==> config.mk <==
export PLATFORM = sky130hd
export DESIGN_NAME = itc_regs
export DESIGN_NICKNAME = d
export VERILOG_FILES = /design/src/shared/itc_pkg.sv /design/src/itc_regs.sv
export SDC_FILE = /design/constraint.sdc
export NUM_CORES = 1
export LEC_CHECK = 0
export ABC_AREA = 1
export BUFFER_PORTS_ARGS = -buffer_cell sky130_fd_sc_hd__clkbuf_2
export CORE_ASPECT_RATIO = 1.75
export CORE_MARGIN = 2
export CORE_UTILIZATION = 29
export CTS_CLUSTER_SIZE = 16
export DETAILED_ROUTE_END_ITERATION = 7
export HOLD_SLACK_MARGIN = 0.06
export SETUP_SLACK_MARGIN = 0.5
export SLEW_MARGIN = 20
export SYNTH_ARGS = -nofsm -noshare
export SYNTH_HDL_FRONTEND = slang
export SYNTH_SLANG_ARGS = --single-unit
==> constraint.sdc <==
create_clock -name clk -period 15.4 [get_ports clk]
set_input_delay 3.08 -clock clk [delete_from_list [all_inputs] [get_ports clk]]
set_output_delay 3.08 -clock clk [all_outputs]
set_load 0.02 [all_outputs]
==> src/shared/itc_pkg.sv <==
// interrupt and trap control package: register map, field positions, resets
// assumes a 32-bit apb slave with each register on one aligned word
// Function
// - address fault flag at control one bit 3
// - stack fault flag at control one bit 2
// - oscillator fault flag at control one bit 1
// - unimplemented bits always read as zero
// - global gate resets one, blocks user interrupts only, not the event irq
// - hold bit shows disable instruction active
// - soft trap control bit, resets zero
// - edge select bits, one means falling edge
// - dma address fault flag at control three bit 5
// - loop stack overflow flag at control three bit 4
// - soft hard trap flag at control four bit 0
// - pending priority level, read only, bits 11-8
// - pending vector number minus eight, bits 6-0
// - request flags set by hardware, cleared by software
// - each user source has one of eight levels
// - cpu priority high bit read only, masks users
`default_nettype none
package itc_pkg;
    localparam int          ADDR_W          = 8;
    localparam logic [7:0]  OFS_CTL_ONE     = 8'h00;
    localparam logic [7:0]  OFS_CTL_TWO     = 8'h04;
    localparam logic [7:0]  OFS_CTL_THREE   = 8'h08;
    localparam logic [7:0]  OFS_CTL_FOUR    = 8'h0c;
    localparam logic [7:0]  OFS_PEND_VEC    = 8'h10;
    localparam logic [7:0]  OFS_REQ_FLAGS   = 8'h14;
    localparam logic [7:0]  OFS_REQ_EN      = 8'h18;
    localparam logic [7:0]  OFS_PRIO        = 8'h1c;
    localparam logic [7:0]  OFS_EVT_STAT    = 8'h20;
    localparam logic [7:0]  OFS_EVT_CLR     = 8'h24;
    localparam logic [7:0]  OFS_EVT_EN      = 8'h28;
    localparam logic [7:0]  OFS_CPU_LVL     = 8'h2c;
    // control one
    localparam int          B_ADDR_FAULT    = 3;
    localparam int          B_STACK_FAULT   = 2;
    localparam int          B_OSC_FAULT     = 1;
    // control two
    localparam int          B_GLOBAL_GATE   = 15;
    localparam int          B_IRQ_HOLD      = 14;
    localparam int          B_SOFT_TRAP     = 13;
    localparam int          B_EXT2_EDGE     = 2;
    localparam int          B_EXT0_EDGE     = 0;
    localparam int          N_EXT           = 3;
    // control three and four
    localparam int          B_DMA_FAULT     = 5;
    localparam int          B_LOOP_OVF      = 4;
    localparam int          B_SOFT_HARD     = 0;
    // pending vector status
    localparam int          B_LVL_LO        = 8;
    localparam int          LVL_W           = 4;
    localparam int          VEC_W           = 7;
    localparam int          PRIO_W          = 3;
    localparam int          IPL_W           = 3;
    localparam logic        GATE_RST        = 1'b1;
    localparam logic [2:0]  EDGE_RST        = 3'h0;
    // event status layout, one bit per trap flag
    localparam int          N_EVT           = 6;
    localparam int          E_ADDR          = 0;
    localparam int          E_STACK         = 1;
    localparam int          E_OSC           = 2;
    localparam int          E_DMA           = 3;
    localparam int          E_LOOP          = 4;
    localparam int          E_SOFT_HARD     = 5;

    typedef struct packed {
        logic addrFault;
        logic stackFault;
        logic oscFault;
        logic dmaFault;
        logic loopOverflow;
        logic softHardTrap;
    } itc_trap_s;

    typedef struct packed {
        logic [LVL_W-1:0] level;
        logic [VEC_W-1:0] vector;
    } itc_pend_s;
endpackage
`default_nettype wire

==> src/itc_regs.sv <==
// interrupt and trap control/status registers with pending vector selection
// assumes an apb master on clk; trap and request inputs are one-cycle pulses
//
// Decided for this implementation: the placing of the registers and the APB register port.
`default_nettype none
module itc_regs #(
    parameter int NSRC = 8
) (
    input  wire logic                            clk,         // 200 MHz clock
    input  wire logic                            srst,        // sync reset
    input  wire logic                            psel,        // apb select
    input  wire logic                            penable,     // apb enable
    input  wire logic                            pwrite,      // apb direction
    input  wire logic [itc_pkg::ADDR_W-1:0]      paddr,       // apb byte address
    input  wire logic [31:0]                     pwdata,      // apb write data
    output logic                                 pready,      // apb ready
    output logic [31:0]                          prdata,      // apb read data
    output logic                                 pslverr,     // apb error
    input  wire itc_pkg::itc_trap_s              trapEvt,     // trap pulses
    input  wire logic                            irqHoldIn,   // disable instr active
    input  wire logic [itc_pkg::N_EXT-1:0]       extIrq,      // external irq pins
    input  wire logic [NSRC-1:0]                 srcEvt,      // peripheral pulses
    input  wire logic [itc_pkg::IPL_W-1:0]       cpuIpl,      // cpu level low bits
    input  wire logic                            cpuIplHigh,  // cpu level bit 3
    output logic                                 globalGate,  // global enable
    output logic                                 softTrapEn,  // soft trap control
    output logic                                 irqPending,  // user irq to core
    output itc_pkg::itc_pend_s                   pendInfo,    // level and vector
    output logic                                 irq          // event interrupt
);
    import itc_pkg::*;

    // refuse source counts that the pin map or the priority word cannot serve
    generate
        if (NSRC < N_EXT) begin : g_few_src
            $error("itc_regs: NSRC must cover the external pins");
        end
        if (NSRC > 8) begin : g_many_src
            $error("itc_regs: NSRC above 8 is not supported");
        end
    endgenerate

    logic                   setupRd;
    logic                   wrEn;
    logic [31:0]            rdMux;
    logic                   rdHit;
    logic [N_EXT-1:0]       extEdge;
    logic [NSRC-1:0]        reqSet;
    logic [N_EVT-1:0]       trapSet;
    logic [PRIO_W-1:0]      srcPrio [NSRC];

    // trap flags
    logic [N_EVT-1:0]       trap_q, trap_d;
    // control two
    logic                   gate_q, gate_d;
    logic                   soft_q, soft_d;
    logic [N_EXT-1:0]       edge_q, edge_d;
    logic [N_EXT-1:0]       extPrev_q, extPrev_d;
    // user sources
    logic [NSRC-1:0]        reqFlag_q, reqFlag_d;
    logic [NSRC-1:0]        reqEn_q, reqEn_d;
    logic [NSRC*PRIO_W-1:0] prio_q, prio_d;
    // interrupt event registers
    logic [N_EVT-1:0]       evtStat_q, evtStat_d;
    logic [N_EVT-1:0]       evtEn_q, evtEn_d;
    // pending and bus answer
    itc_pend_s              pend_q, pend_d;
    logic                   pendValid_q, pendValid_d;
    logic [31:0]            rdata_q, rdata_d;
    logic                   err_q, err_d;

    assign setupRd = psel & ~penable;
    assign wrEn    = psel & penable & pwrite;
    assign trapSet = {trapEvt.softHardTrap, trapEvt.loopOverflow, trapEvt.dmaFault,
                      trapEvt.oscFault, trapEvt.stackFault, trapEvt.addrFault};

    // edge detect per external pin, polarity from the select bit
    genvar gi;
    generate
        for (gi = 0; gi < N_EXT; gi++) begin : g_ext
            assign extEdge[gi] = edge_q[gi] ? (extPrev_q[gi] & ~extIrq[gi])
                                            : (~extPrev_q[gi] & extIrq[gi]);
        end
    endgenerate

    // per-source priority slice
    generate
        for (gi = 0; gi < NSRC; gi++) begin : g_src
            assign srcPrio[gi] = prio_q[gi*PRIO_W +: PRIO_W];
        end
    endgenerate

    always_comb begin
        reqSet = srcEvt;
        reqSet[N_EXT-1:0] = srcEvt[N_EXT-1:0] | extEdge;
    end

    // read mux; unimplemented bits stay zero
    always_comb begin
        rdMux = 32'h0;
        rdHit = 1'b1;
        case (paddr)
            OFS_CTL_ONE: begin
                rdMux[B_ADDR_FAULT]  = trap_q[E_ADDR];
                rdMux[B_STACK_FAULT] = trap_q[E_STACK];
                rdMux[B_OSC_FAULT]   = trap_q[E_OSC];
            end
            OFS_CTL_TWO: begin
                rdMux[B_GLOBAL_GATE] = gate_q;
                rdMux[B_IRQ_HOLD]    = irqHoldIn;
                rdMux[B_SOFT_TRAP]   = soft_q;
                rdMux[B_EXT2_EDGE:B_EXT0_EDGE] = edge_q;
            end
            OFS_CTL_THREE: begin
                rdMux[B_DMA_FAULT] = trap_q[E_DMA];
                rdMux[B_LOOP_OVF]  = trap_q[E_LOOP];
            end
            OFS_CTL_FOUR: begin
                rdMux[B_SOFT_HARD] = trap_q[E_SOFT_HARD];
            end
            OFS_PEND_VEC: begin
                rdMux[B_LVL_LO +: LVL_W] = pend_q.level;
                rdMux[VEC_W-1:0]         = pend_q.vector;
            end
            OFS_REQ_FLAGS: rdMux[NSRC-1:0]        = reqFlag_q;
            OFS_REQ_EN:    rdMux[NSRC-1:0]        = reqEn_q;
            OFS_PRIO:      rdMux[NSRC*PRIO_W-1:0] = prio_q;
            OFS_EVT_STAT:  rdMux[N_EVT-1:0]       = evtStat_q;
            OFS_EVT_CLR:   rdMux                  = 32'h0;
            OFS_EVT_EN:    rdMux[N_EVT-1:0]       = evtEn_q;
            OFS_CPU_LVL:   rdMux[IPL_W:0]         = {cpuIplHigh, cpuIpl};
            default:       rdHit                  = 1'b0;
        endcase
    end

    // trap flags; hardware set wins over a same-cycle software clear
    always_comb begin
        trap_d = trap_q;
        if (wrEn) begin
            case (paddr)
                OFS_CTL_ONE: begin
                    trap_d[E_ADDR]  = trap_q[E_ADDR]  & pwdata[B_ADDR_FAULT];
                    trap_d[E_STACK] = trap_q[E_STACK] & pwdata[B_STACK_FAULT];
                    trap_d[E_OSC]   = trap_q[E_OSC]   & pwdata[B_OSC_FAULT];
                end
                OFS_CTL_THREE: begin
                    trap_d[E_DMA]  = trap_q[E_DMA]  & pwdata[B_DMA_FAULT];
                    trap_d[E_LOOP] = trap_q[E_LOOP] & pwdata[B_LOOP_OVF];
                end
                OFS_CTL_FOUR: begin
                    trap_d[E_SOFT_HARD] = trap_q[E_SOFT_HARD] & pwdata[B_SOFT_HARD];
                end
                default: begin
                end
            endcase
        end
        trap_d = trap_d | trapSet;
    end

    // control two; the hold bit comes from the core and is never stored
    always_comb begin
        gate_d = gate_q;
        soft_d = soft_q;
        edge_d = edge_q;
        if (wrEn && paddr == OFS_CTL_TWO) begin
            gate_d = pwdata[B_GLOBAL_GATE];
            soft_d = pwdata[B_SOFT_TRAP];
            edge_d = pwdata[B_EXT2_EDGE:B_EXT0_EDGE];
        end
    end

    // previous pin sample for the edge detectors
    always_comb begin
        extPrev_d = extIrq;
    end

    // user request flags; a same-cycle event wins over the clear
    always_comb begin
        reqFlag_d = reqFlag_q;
        if (wrEn && paddr == OFS_REQ_FLAGS) begin
            reqFlag_d = reqFlag_q & pwdata[NSRC-1:0];
        end
        reqFlag_d = reqFlag_d | reqSet;
    end

    // user enables
    always_comb begin
        reqEn_d = reqEn_q;
        if (wrEn && paddr == OFS_REQ_EN) begin
            reqEn_d = pwdata[NSRC-1:0];
        end
    end

    // three priority bits per source, source zero lowest
    always_comb begin
        prio_d = prio_q;
        if (wrEn && paddr == OFS_PRIO) begin
            prio_d = pwdata[NSRC*PRIO_W-1:0];
        end
    end

    // event status; a same-cycle trap wins over the clear
    always_comb begin
        evtStat_d = evtStat_q;
        if (wrEn && paddr == OFS_EVT_CLR) begin
            evtStat_d = evtStat_q & ~pwdata[N_EVT-1:0];
        end
        evtStat_d = evtStat_d | trapSet;
    end

    // event enables
    always_comb begin
        evtEn_d = evtEn_q;
        if (wrEn && paddr == OFS_EVT_EN) begin
            evtEn_d = pwdata[N_EVT-1:0];
        end
    end

    // pending selection: highest level, lowest index on a tie
    always_comb begin
        logic [PRIO_W-1:0] bestLvl;
        logic [VEC_W-1:0]  bestVec;
        logic              found;
        logic              blocked;
        bestLvl     = '0;
        bestVec     = '0;
        found       = 1'b0;
        pend_d      = pend_q;
        // only user requests are gated here; traps never pass this path
        blocked     = ~gate_q | irqHoldIn | cpuIplHigh;
        for (int i = 0; i < NSRC; i++) begin
            if (reqFlag_q[i] && reqEn_q[i] && (srcPrio[i] > cpuIpl)
                && (!found || srcPrio[i] > bestLvl)) begin
                found   = 1'b1;
                bestLvl = srcPrio[i];
                bestVec = VEC_W'(i);
            end
        end
        pendValid_d = found & ~blocked;
        if (pendValid_d) begin
            pend_d.level  = {1'b0, bestLvl};
            pend_d.vector = bestVec;
        end
    end

    // bus answer captured in the setup cycle
    always_comb begin
        rdata_d = setupRd ? rdMux : rdata_q;
    end

    always_comb begin
        err_d = setupRd ? ~rdHit : err_q;
    end

    // trap and control two state
    always_ff @(posedge clk) begin
        if (srst) begin
            trap_q <= '0;
        end else begin
            trap_q <= trap_d;
        end
    end

    always_ff @(posedge clk) begin
        if (srst) begin
            gate_q <= GATE_RST;
        end else begin
            gate_q <= gate_d;
        end
    end

    always_ff @(posedge clk) begin
        if (srst) begin
            soft_q <= 1'b0;
        end else begin
            soft_q <= soft_d;
        end
    end

    always_ff @(posedge clk) begin
        if (srst) begin
            edge_q <= EDGE_RST;
        end else begin
            edge_q <= edge_d;
        end
    end

    // no reset: tracking the pins through reset avoids a false edge after it
    always_ff @(posedge clk) begin
        extPrev_q <= extPrev_d;
    end

    // user source state
    always_ff @(posedge clk) begin
        if (srst) begin
            reqFlag_q <= '0;
        end else begin
            reqFlag_q <= reqFlag_d;
        end
    end

    always_ff @(posedge clk) begin
        if (srst) begin
            reqEn_q <= '0;
        end else begin
            reqEn_q <= reqEn_d;
        end
    end

    always_ff @(posedge clk) begin
        if (srst) begin
            prio_q <= '0;
        end else begin
            prio_q <= prio_d;
        end
    end

    // event state
    always_ff @(posedge clk) begin
        if (srst) begin
            evtStat_q <= '0;
        end else begin
            evtStat_q <= evtStat_d;
        end
    end

    always_ff @(posedge clk) begin
        if (srst) begin
            evtEn_q <= '0;
        end else begin
            evtEn_q <= evtEn_d;
        end
    end

    // pending and bus answer state
    always_ff @(posedge clk) begin
        if (srst) begin
            pend_q <= '0;
        end else begin
            pend_q <= pend_d;
        end
    end

    always_ff @(posedge clk) begin
        if (srst) begin
            pendValid_q <= 1'b0;
        end else begin
            pendValid_q <= pendValid_d;
        end
    end

    always_ff @(posedge clk) begin
        if (srst) begin
            rdata_q <= 32'h0;
        end else begin
            rdata_q <= rdata_d;
        end
    end

    always_ff @(posedge clk) begin
        if (srst) begin
            err_q <= 1'b0;
        end else begin
            err_q <= err_d;
        end
    end

    assign pready     = 1'b1;
    assign prdata     = rdata_q;
    assign pslverr    = psel & penable & err_q;
    assign globalGate = gate_q;
    assign softTrapEn = soft_q;
    assign irqPending = pendValid_q;
    assign pendInfo   = pend_q;
    assign irq        = |(evtStat_q & evtEn_q);
endmodule
`default_nettype wire

* After elaboration in Yosys (flattened, before gate mapping)
Cells that the tools add are included.
** Word-level totals
- Output and inout bits :: 49
- Flip-flop bits (word level) :: 102
- Logic and storage cells :: 167
** Operators by class
- Reductions and logical operators :: 46
- Mux-type cells :: 43
- Bitwise gates (word level) :: 37
- Equality and inequality tests :: 11
- Magnitude comparators :: 15
** Operators by type and width (number)
- > comparator 3 bit :: 15
- two-way mux 7 bit :: 6
- equality test 8 x 5 -> 1 bit (second input constant) :: 4
- equality test 8 x 6 -> 1 bit (second input constant) :: 4
- logical AND 1 bit :: 29
- two-way mux 3 bit :: 9
- case mux 2 bit (9 select lines) :: 1
- AND 1 bit :: 17
- equality test 8 x 4 -> 1 bit (second input constant) :: 2
- two-way mux 8 bit :: 2
- two-way mux 1 bit :: 15
- case mux 2 bit (7 select lines) :: 1
- AND 6 bit :: 2
- two-way mux 6 bit :: 2
- bitwise OR 6 bit :: 2
- OR reduction 12 bit :: 1
- NOT 1 bit :: 10
- case mux 1 bit (9 select lines) :: 1
- AND 8 bit :: 1
- equality test 8 x 3 -> 1 bit (second input constant) :: 1
- logical NOT 8 bit :: 1
- bitwise OR 8 bit :: 1
- case mux 1 bit (8 select lines) :: 1
- case mux 4 bit (2 select lines) :: 1
- 10 further kinds :: 23

* Depth between registers and ports, before layout
- Depth after elaboration :: 32
- Depth in mapped cells :: 70

* Worst setup path before layout
No wires, ideal clock.
- Path kind :: input port to flip-flop
- From :: in cpuIpl[1] (netlist name)
- To :: reg pend_q (netlist bit pendInfo[7])
- Path slack :: 4.873 ns
- Arrival time :: 10.460 ns
- Data required time :: 15.332 ns
- Path buffers :: 0
- Setup time :: 0.068 ns
- Stages on the path :: 66
- Cell sequence :: inv_1 ha_1 nand3_1 nand2_1 inv_2 nand2_4 nor2_1 inv_1 ha_1 a21oi_1 nand2_1 nand2_1 nand2_1 nand2_1 nand2_1 and2_1 ha_1 nand2_1 (+30 left out) ha_1 a21oi_1 o21ai_0 nand2_1 nand2_1 nand2_1 inv_1 nand2_1 nand2_1 ha_1 nand2_1 o21ai_0 nand2_1 a21oi_4 nand3_1 nand2_1 inv_1 a21oi_2
** Between the ends
- Longest elaborated chain between the ends :: 32
- Elaborated cells between the ends (all ways) :: 61
- Classes of those cells :: order compare (15); mux (16); bitwise (1); reduce/logical (29)
** Ends and longest elaborated chain
- start, declared :: line itc_regs.sv:23 : input wire logic [itc_pkg::IPL_W-1:0] cpuIpl,
- > comparator 3 bit :: line itc_regs.sv:232 : if (reqFlag_q[i] && reqEn_q[i] && (srcPrio[i] > cpuIpl)
- logical AND 1 bit :: line itc_regs.sv:232
- two-way mux 3 bit or two-way mux 1 bit (tied branches) :: line itc_regs.sv:232
- > comparator 3 bit or logical NOT 1 bit (tied branches) :: line itc_regs.sv:233 : && (!found || srcPrio[i] > bestLvl)) begin
- logical OR 1 bit :: line itc_regs.sv:233
- logical AND 1 bit :: line itc_regs.sv:233
- two-way mux 3 bit or two-way mux 1 bit (tied branches) :: line itc_regs.sv:232
- > comparator 3 bit or logical NOT 1 bit (tied branches) :: line itc_regs.sv:233
- (+16 left out)
- logical OR 1 bit :: line itc_regs.sv:233
- logical AND 1 bit :: line itc_regs.sv:233
- two-way mux 3 bit or two-way mux 1 bit (tied branches) :: line itc_regs.sv:232
- > comparator 3 bit or logical NOT 1 bit (tied branches) :: line itc_regs.sv:233
- logical OR 1 bit :: line itc_regs.sv:233
- logical AND 1 bit :: line itc_regs.sv:233
- two-way mux 1 bit :: line itc_regs.sv:232
- AND 1 bit :: line itc_regs.sv:239 : pendValid_d = found & ~blocked;
- end signal, assigned :: line itc_regs.sv:340 : pend_q <= pend_d;
- end, declared :: line itc_regs.sv:67 : itc_pend_s pend_q, pend_d;
Several ways; a longest one is shown, not always the timed one.
A chain may end at the register's enable or synchronous reset.

* Worst setup path in the final report
Same ends and word-level chain as after synthesis.

==> metrics.txt <==
outcome finished, final reports clean; met2 WL 10400 um; clock-pin slew on the worst setup and hold paths 0.08 ns; Final Slew Violations 0; Syn Inst Count 796; FF-to-FF Start prio_q[0]; mapped cell area 5810 sq um; Yosys cell types 46; Inserted Diodes 0; fin crit period 11.64 ns; Setup Fix Bufs, Post-CTS 0; Clock Skew 0.00835 ns; antenna-violating nets left 0; Max Cap Viol 0; Total Wirelength 19200 um; Hold Path Depth 2; Tcrit/Tclk final 75.6%; antenna violations before repair 0; most frequent CP cell nand2_1; vias 5707; worst path bufs/invs 10; # hold bufs at CTS 0; setup ws final 3.76 ns; clk sinks 98; CP delay by family, top simple AND/OR/NAND/NOR gates; starting DRC count in detailed routing 261; Die W 111 um; Yosys reg bits 98; CTS tree yes; share of layout cells above drive strength 1 18.0%; Starting Density 29.6%; GR Overflow Total 0; Synth async-reset ratio 0%; Clock Tree Buf Depth 2; wire length on met1 6920 um; register-to-register setup slack 6.58 ns; critical path's slowest cell inv_1; nets 989; startpoint class of the critical path primary input; vias in the first global route 5495; Cell Pwr Density 82.1 nW/um^2; post-place setup slack 3.38 ns; GP Congestion 0.909; Tightest Pin Transition 0.868 ns; LEAKAGE 3.07 nW; RSZ-0062 raised after global routing false; Max Freq 0.0859 GHz; Min-Delay Endpoint prdata[16]; Largest stage delay, worst path 0.36 ns; TritonCTS Buffers 9; I/O Buffers 93; first drt pass iteration count 5; chip height 191 um; routed vias/inst 5.06; worst path required time 15.61 ns; setup TNS 0 ns; Synthesis Warnings 0; met3 WL 671 um; sequential cell area fraction in the yosys report 33.8%; RR Endpoint pendInfo[7]; largest net degree at the start of global routing 70; Rel. slew slack 42.0%; Final HPWL DP 15200 um; worst hold path type flop to flop; Post-route DRC 0; first-pass GRT wire length 29600 um; crit-path max FO 9; Arrival @ worst endpoint 11.84 ns; top_reg_cell synth dfxtp_1; Routed wire per std cell 17.0 um; CP Class primary input to flop; mean post-synth cell area 7.30 sq um; Core Region 19700 sq um; Top Metal Used met4; Worst VDD drop 48.2 uV; Hold Violations, Final 0; Cell Rows 68; reg2reg path depth 68; Final Setup Violations 0; layout overhead on the synthesized area 16.4%; EDFF count, synth 0; CTS root buffer clkbuf_16; die footprint 21200 sq um; critical hold path startpoint prdata[16]; Resized Gates After CTS 0; CP endpoint kind flop; insertion delay to the later sink of the worst-skew pair 0.35 ns; gr usage total 18.0%; Top Ports 116; H-tree lvl count 3
-- metrics by stage --
stage / hold WS (ns) / instances / util (%) / cell area [sq um] / power [mW]
4_1_cts: 0.467 / 1127 / 34.4 / 6760 / 0.557
3_5_place_dp: 0.455 / 1111 / 32.8 / 6440 / 0.316
2_1_floorplan: 0.439 / 808 / - / 5860 / 0.298
6_report: 0.464 / 1127 / 34.4 / 6760 / 0.555
3_3_place_gp: 0.449 / 1111 / 32.8 / 6440 / 0.315
5_1_grt: 0.482 / 1127 / 34.4 / 6760 / 0.575
-- worst min-delay path: stages, from the launching register on --
cell and delay, ns:
dfxtp_1 0.31, nand2_1 0.06, a21oi_1 0.05
-- cell usage in the layout (no fill, tap or decap), types with 3 or more instances in the layout --
cell type / n
o211ai_1: 5
nor3_2: 3
a221oi_1: 16
a211oi_1: 3
ha_1: 45
nor2_1: 34
inv_1: 100
clkbuf_2: 93
conb_1: 14
o21ai_1: 3
a21oi_2: 4
nand2_1: 156
clkbuf_16: 9
o221ai_1: 8
inv_2: 12
and2_1: 7
nor3_4: 3
nand2_2: 6
o31ai_1: 3
a31oi_1: 12
o22ai_1: 5
nor2_2: 4
nand4_1: 4
a21oi_1: 71
nor3_1: 3
dfxtp_1: 98
a221oi_2: 3
o21ai_0: 56
nand3_1: 72
-- metal layers --
| layer | track usage, % | up-vias |
|---|---|---|
| met4 | 10.9 | 0 |
| met1 | 18.2 | 2647 |
| met3 | 2.69 | 51 |
| met2 | 34.5 | 175 |
| met5 | 0 | - |
| li1 | - | 2834 |
-- layout make-up --
class                   instances  area, sq um
repair buffers                 95          480
fillers                      2114        12900
multi-input cells             559         3270
inverters                     114          429
flip-flops and latches         98         1960
clock inverters                 6         77.6
well taps                     245          307
clock buffers                  10          239
-- cells in the mapped netlist (3+ instances only) --
cell / instances / area (sq um)
nor2_1: 35 / 131
and2_1: 7 / 43.8
o21ai_0: 56 / 280
nor2_2: 3 / 18.8
a21oi_1: 71 / 355
nor3_2: 3 / 30.0
inv_1: 100 / 375
ha_1: 45 / 563
o22ai_1: 5 / 31.3
o211ai_1: 5 / 37.5
a221oi_2: 3 / 45.0
buf_4: 14 / 105
nor3_4: 3 / 48.8
clkbuf_1: 15 / 56.3
o21ai_1: 3 / 15.0
nand4_1: 4 / 25.0
nand2_1: 156 / 586
o221ai_1: 8 / 70.1
nor3_1: 3 / 15.0
nand2_2: 6 / 37.5
o31ai_1: 3 / 22.5
buf_2: 7 / 35.0
a21oi_2: 4 / 35.0
a31oi_1: 12 / 75.1
nand3_1: 72 / 360
a221oi_1: 16 / 140
a211oi_1: 3 / 22.5
dfxtp_1: 98 / 1960
inv_2: 12 / 45.0
-- flip-flops by register name, indices dropped and copies added, names as in the netlist --
register and cells:
irqPending 1, pendInfo 6, evtEn_q 6, prdata 24, reqFlag_q 8, evtStat_q 6, reqEn_q 8, prio_q 24
edge_q 3, extPrev_q 3, softTrapEn 1, globalGate 1, err_q 1, trap_q 6
-- worst max-delay path by stage --
stage	startpoint	to	cells past startpoint
2_1_floorplan	cpuIpl[1]	pendInfo[7]	66
3_3_place_gp	cpuIpl[1]	pendInfo[8]	69
3_5_place_dp	cpuIpl[1]	pendInfo[8]	69
4_1_cts	cpuIpl[1]	pendInfo[7]	69
5_1_grt	cpuIpl[1]	pendInfo[7]	69
6_report	cpuIpl[1]	pendInfo[7]	69
-- power by group --
part | switching (mW) | leakage (nW) | total, mW | internal [mW]
Clock | 0.111 | 0.154 | 0.245 | 0.134
Combinational | 0.0315 | 2.12 | 0.0465 | 0.0150
Sequential | 0.00428 | 0.799 | 0.263 | 0.259
Total | 0.147 | 3.07 | 0.555 | 0.408
-- kinds of logic (layout without fill, tap and decap cells) --
family	Yosys count	in the layout	share of synthesized area [%]
compound gates	195	195	20.7
fa+ha+maj	45	45	9.69
buf+inv	151	225	10.8
flops	98	98	33.8
other cells	2	14	0.129
simple gates	305	305	24.9
Note: power is estimated with default switching activity, not from simulation.
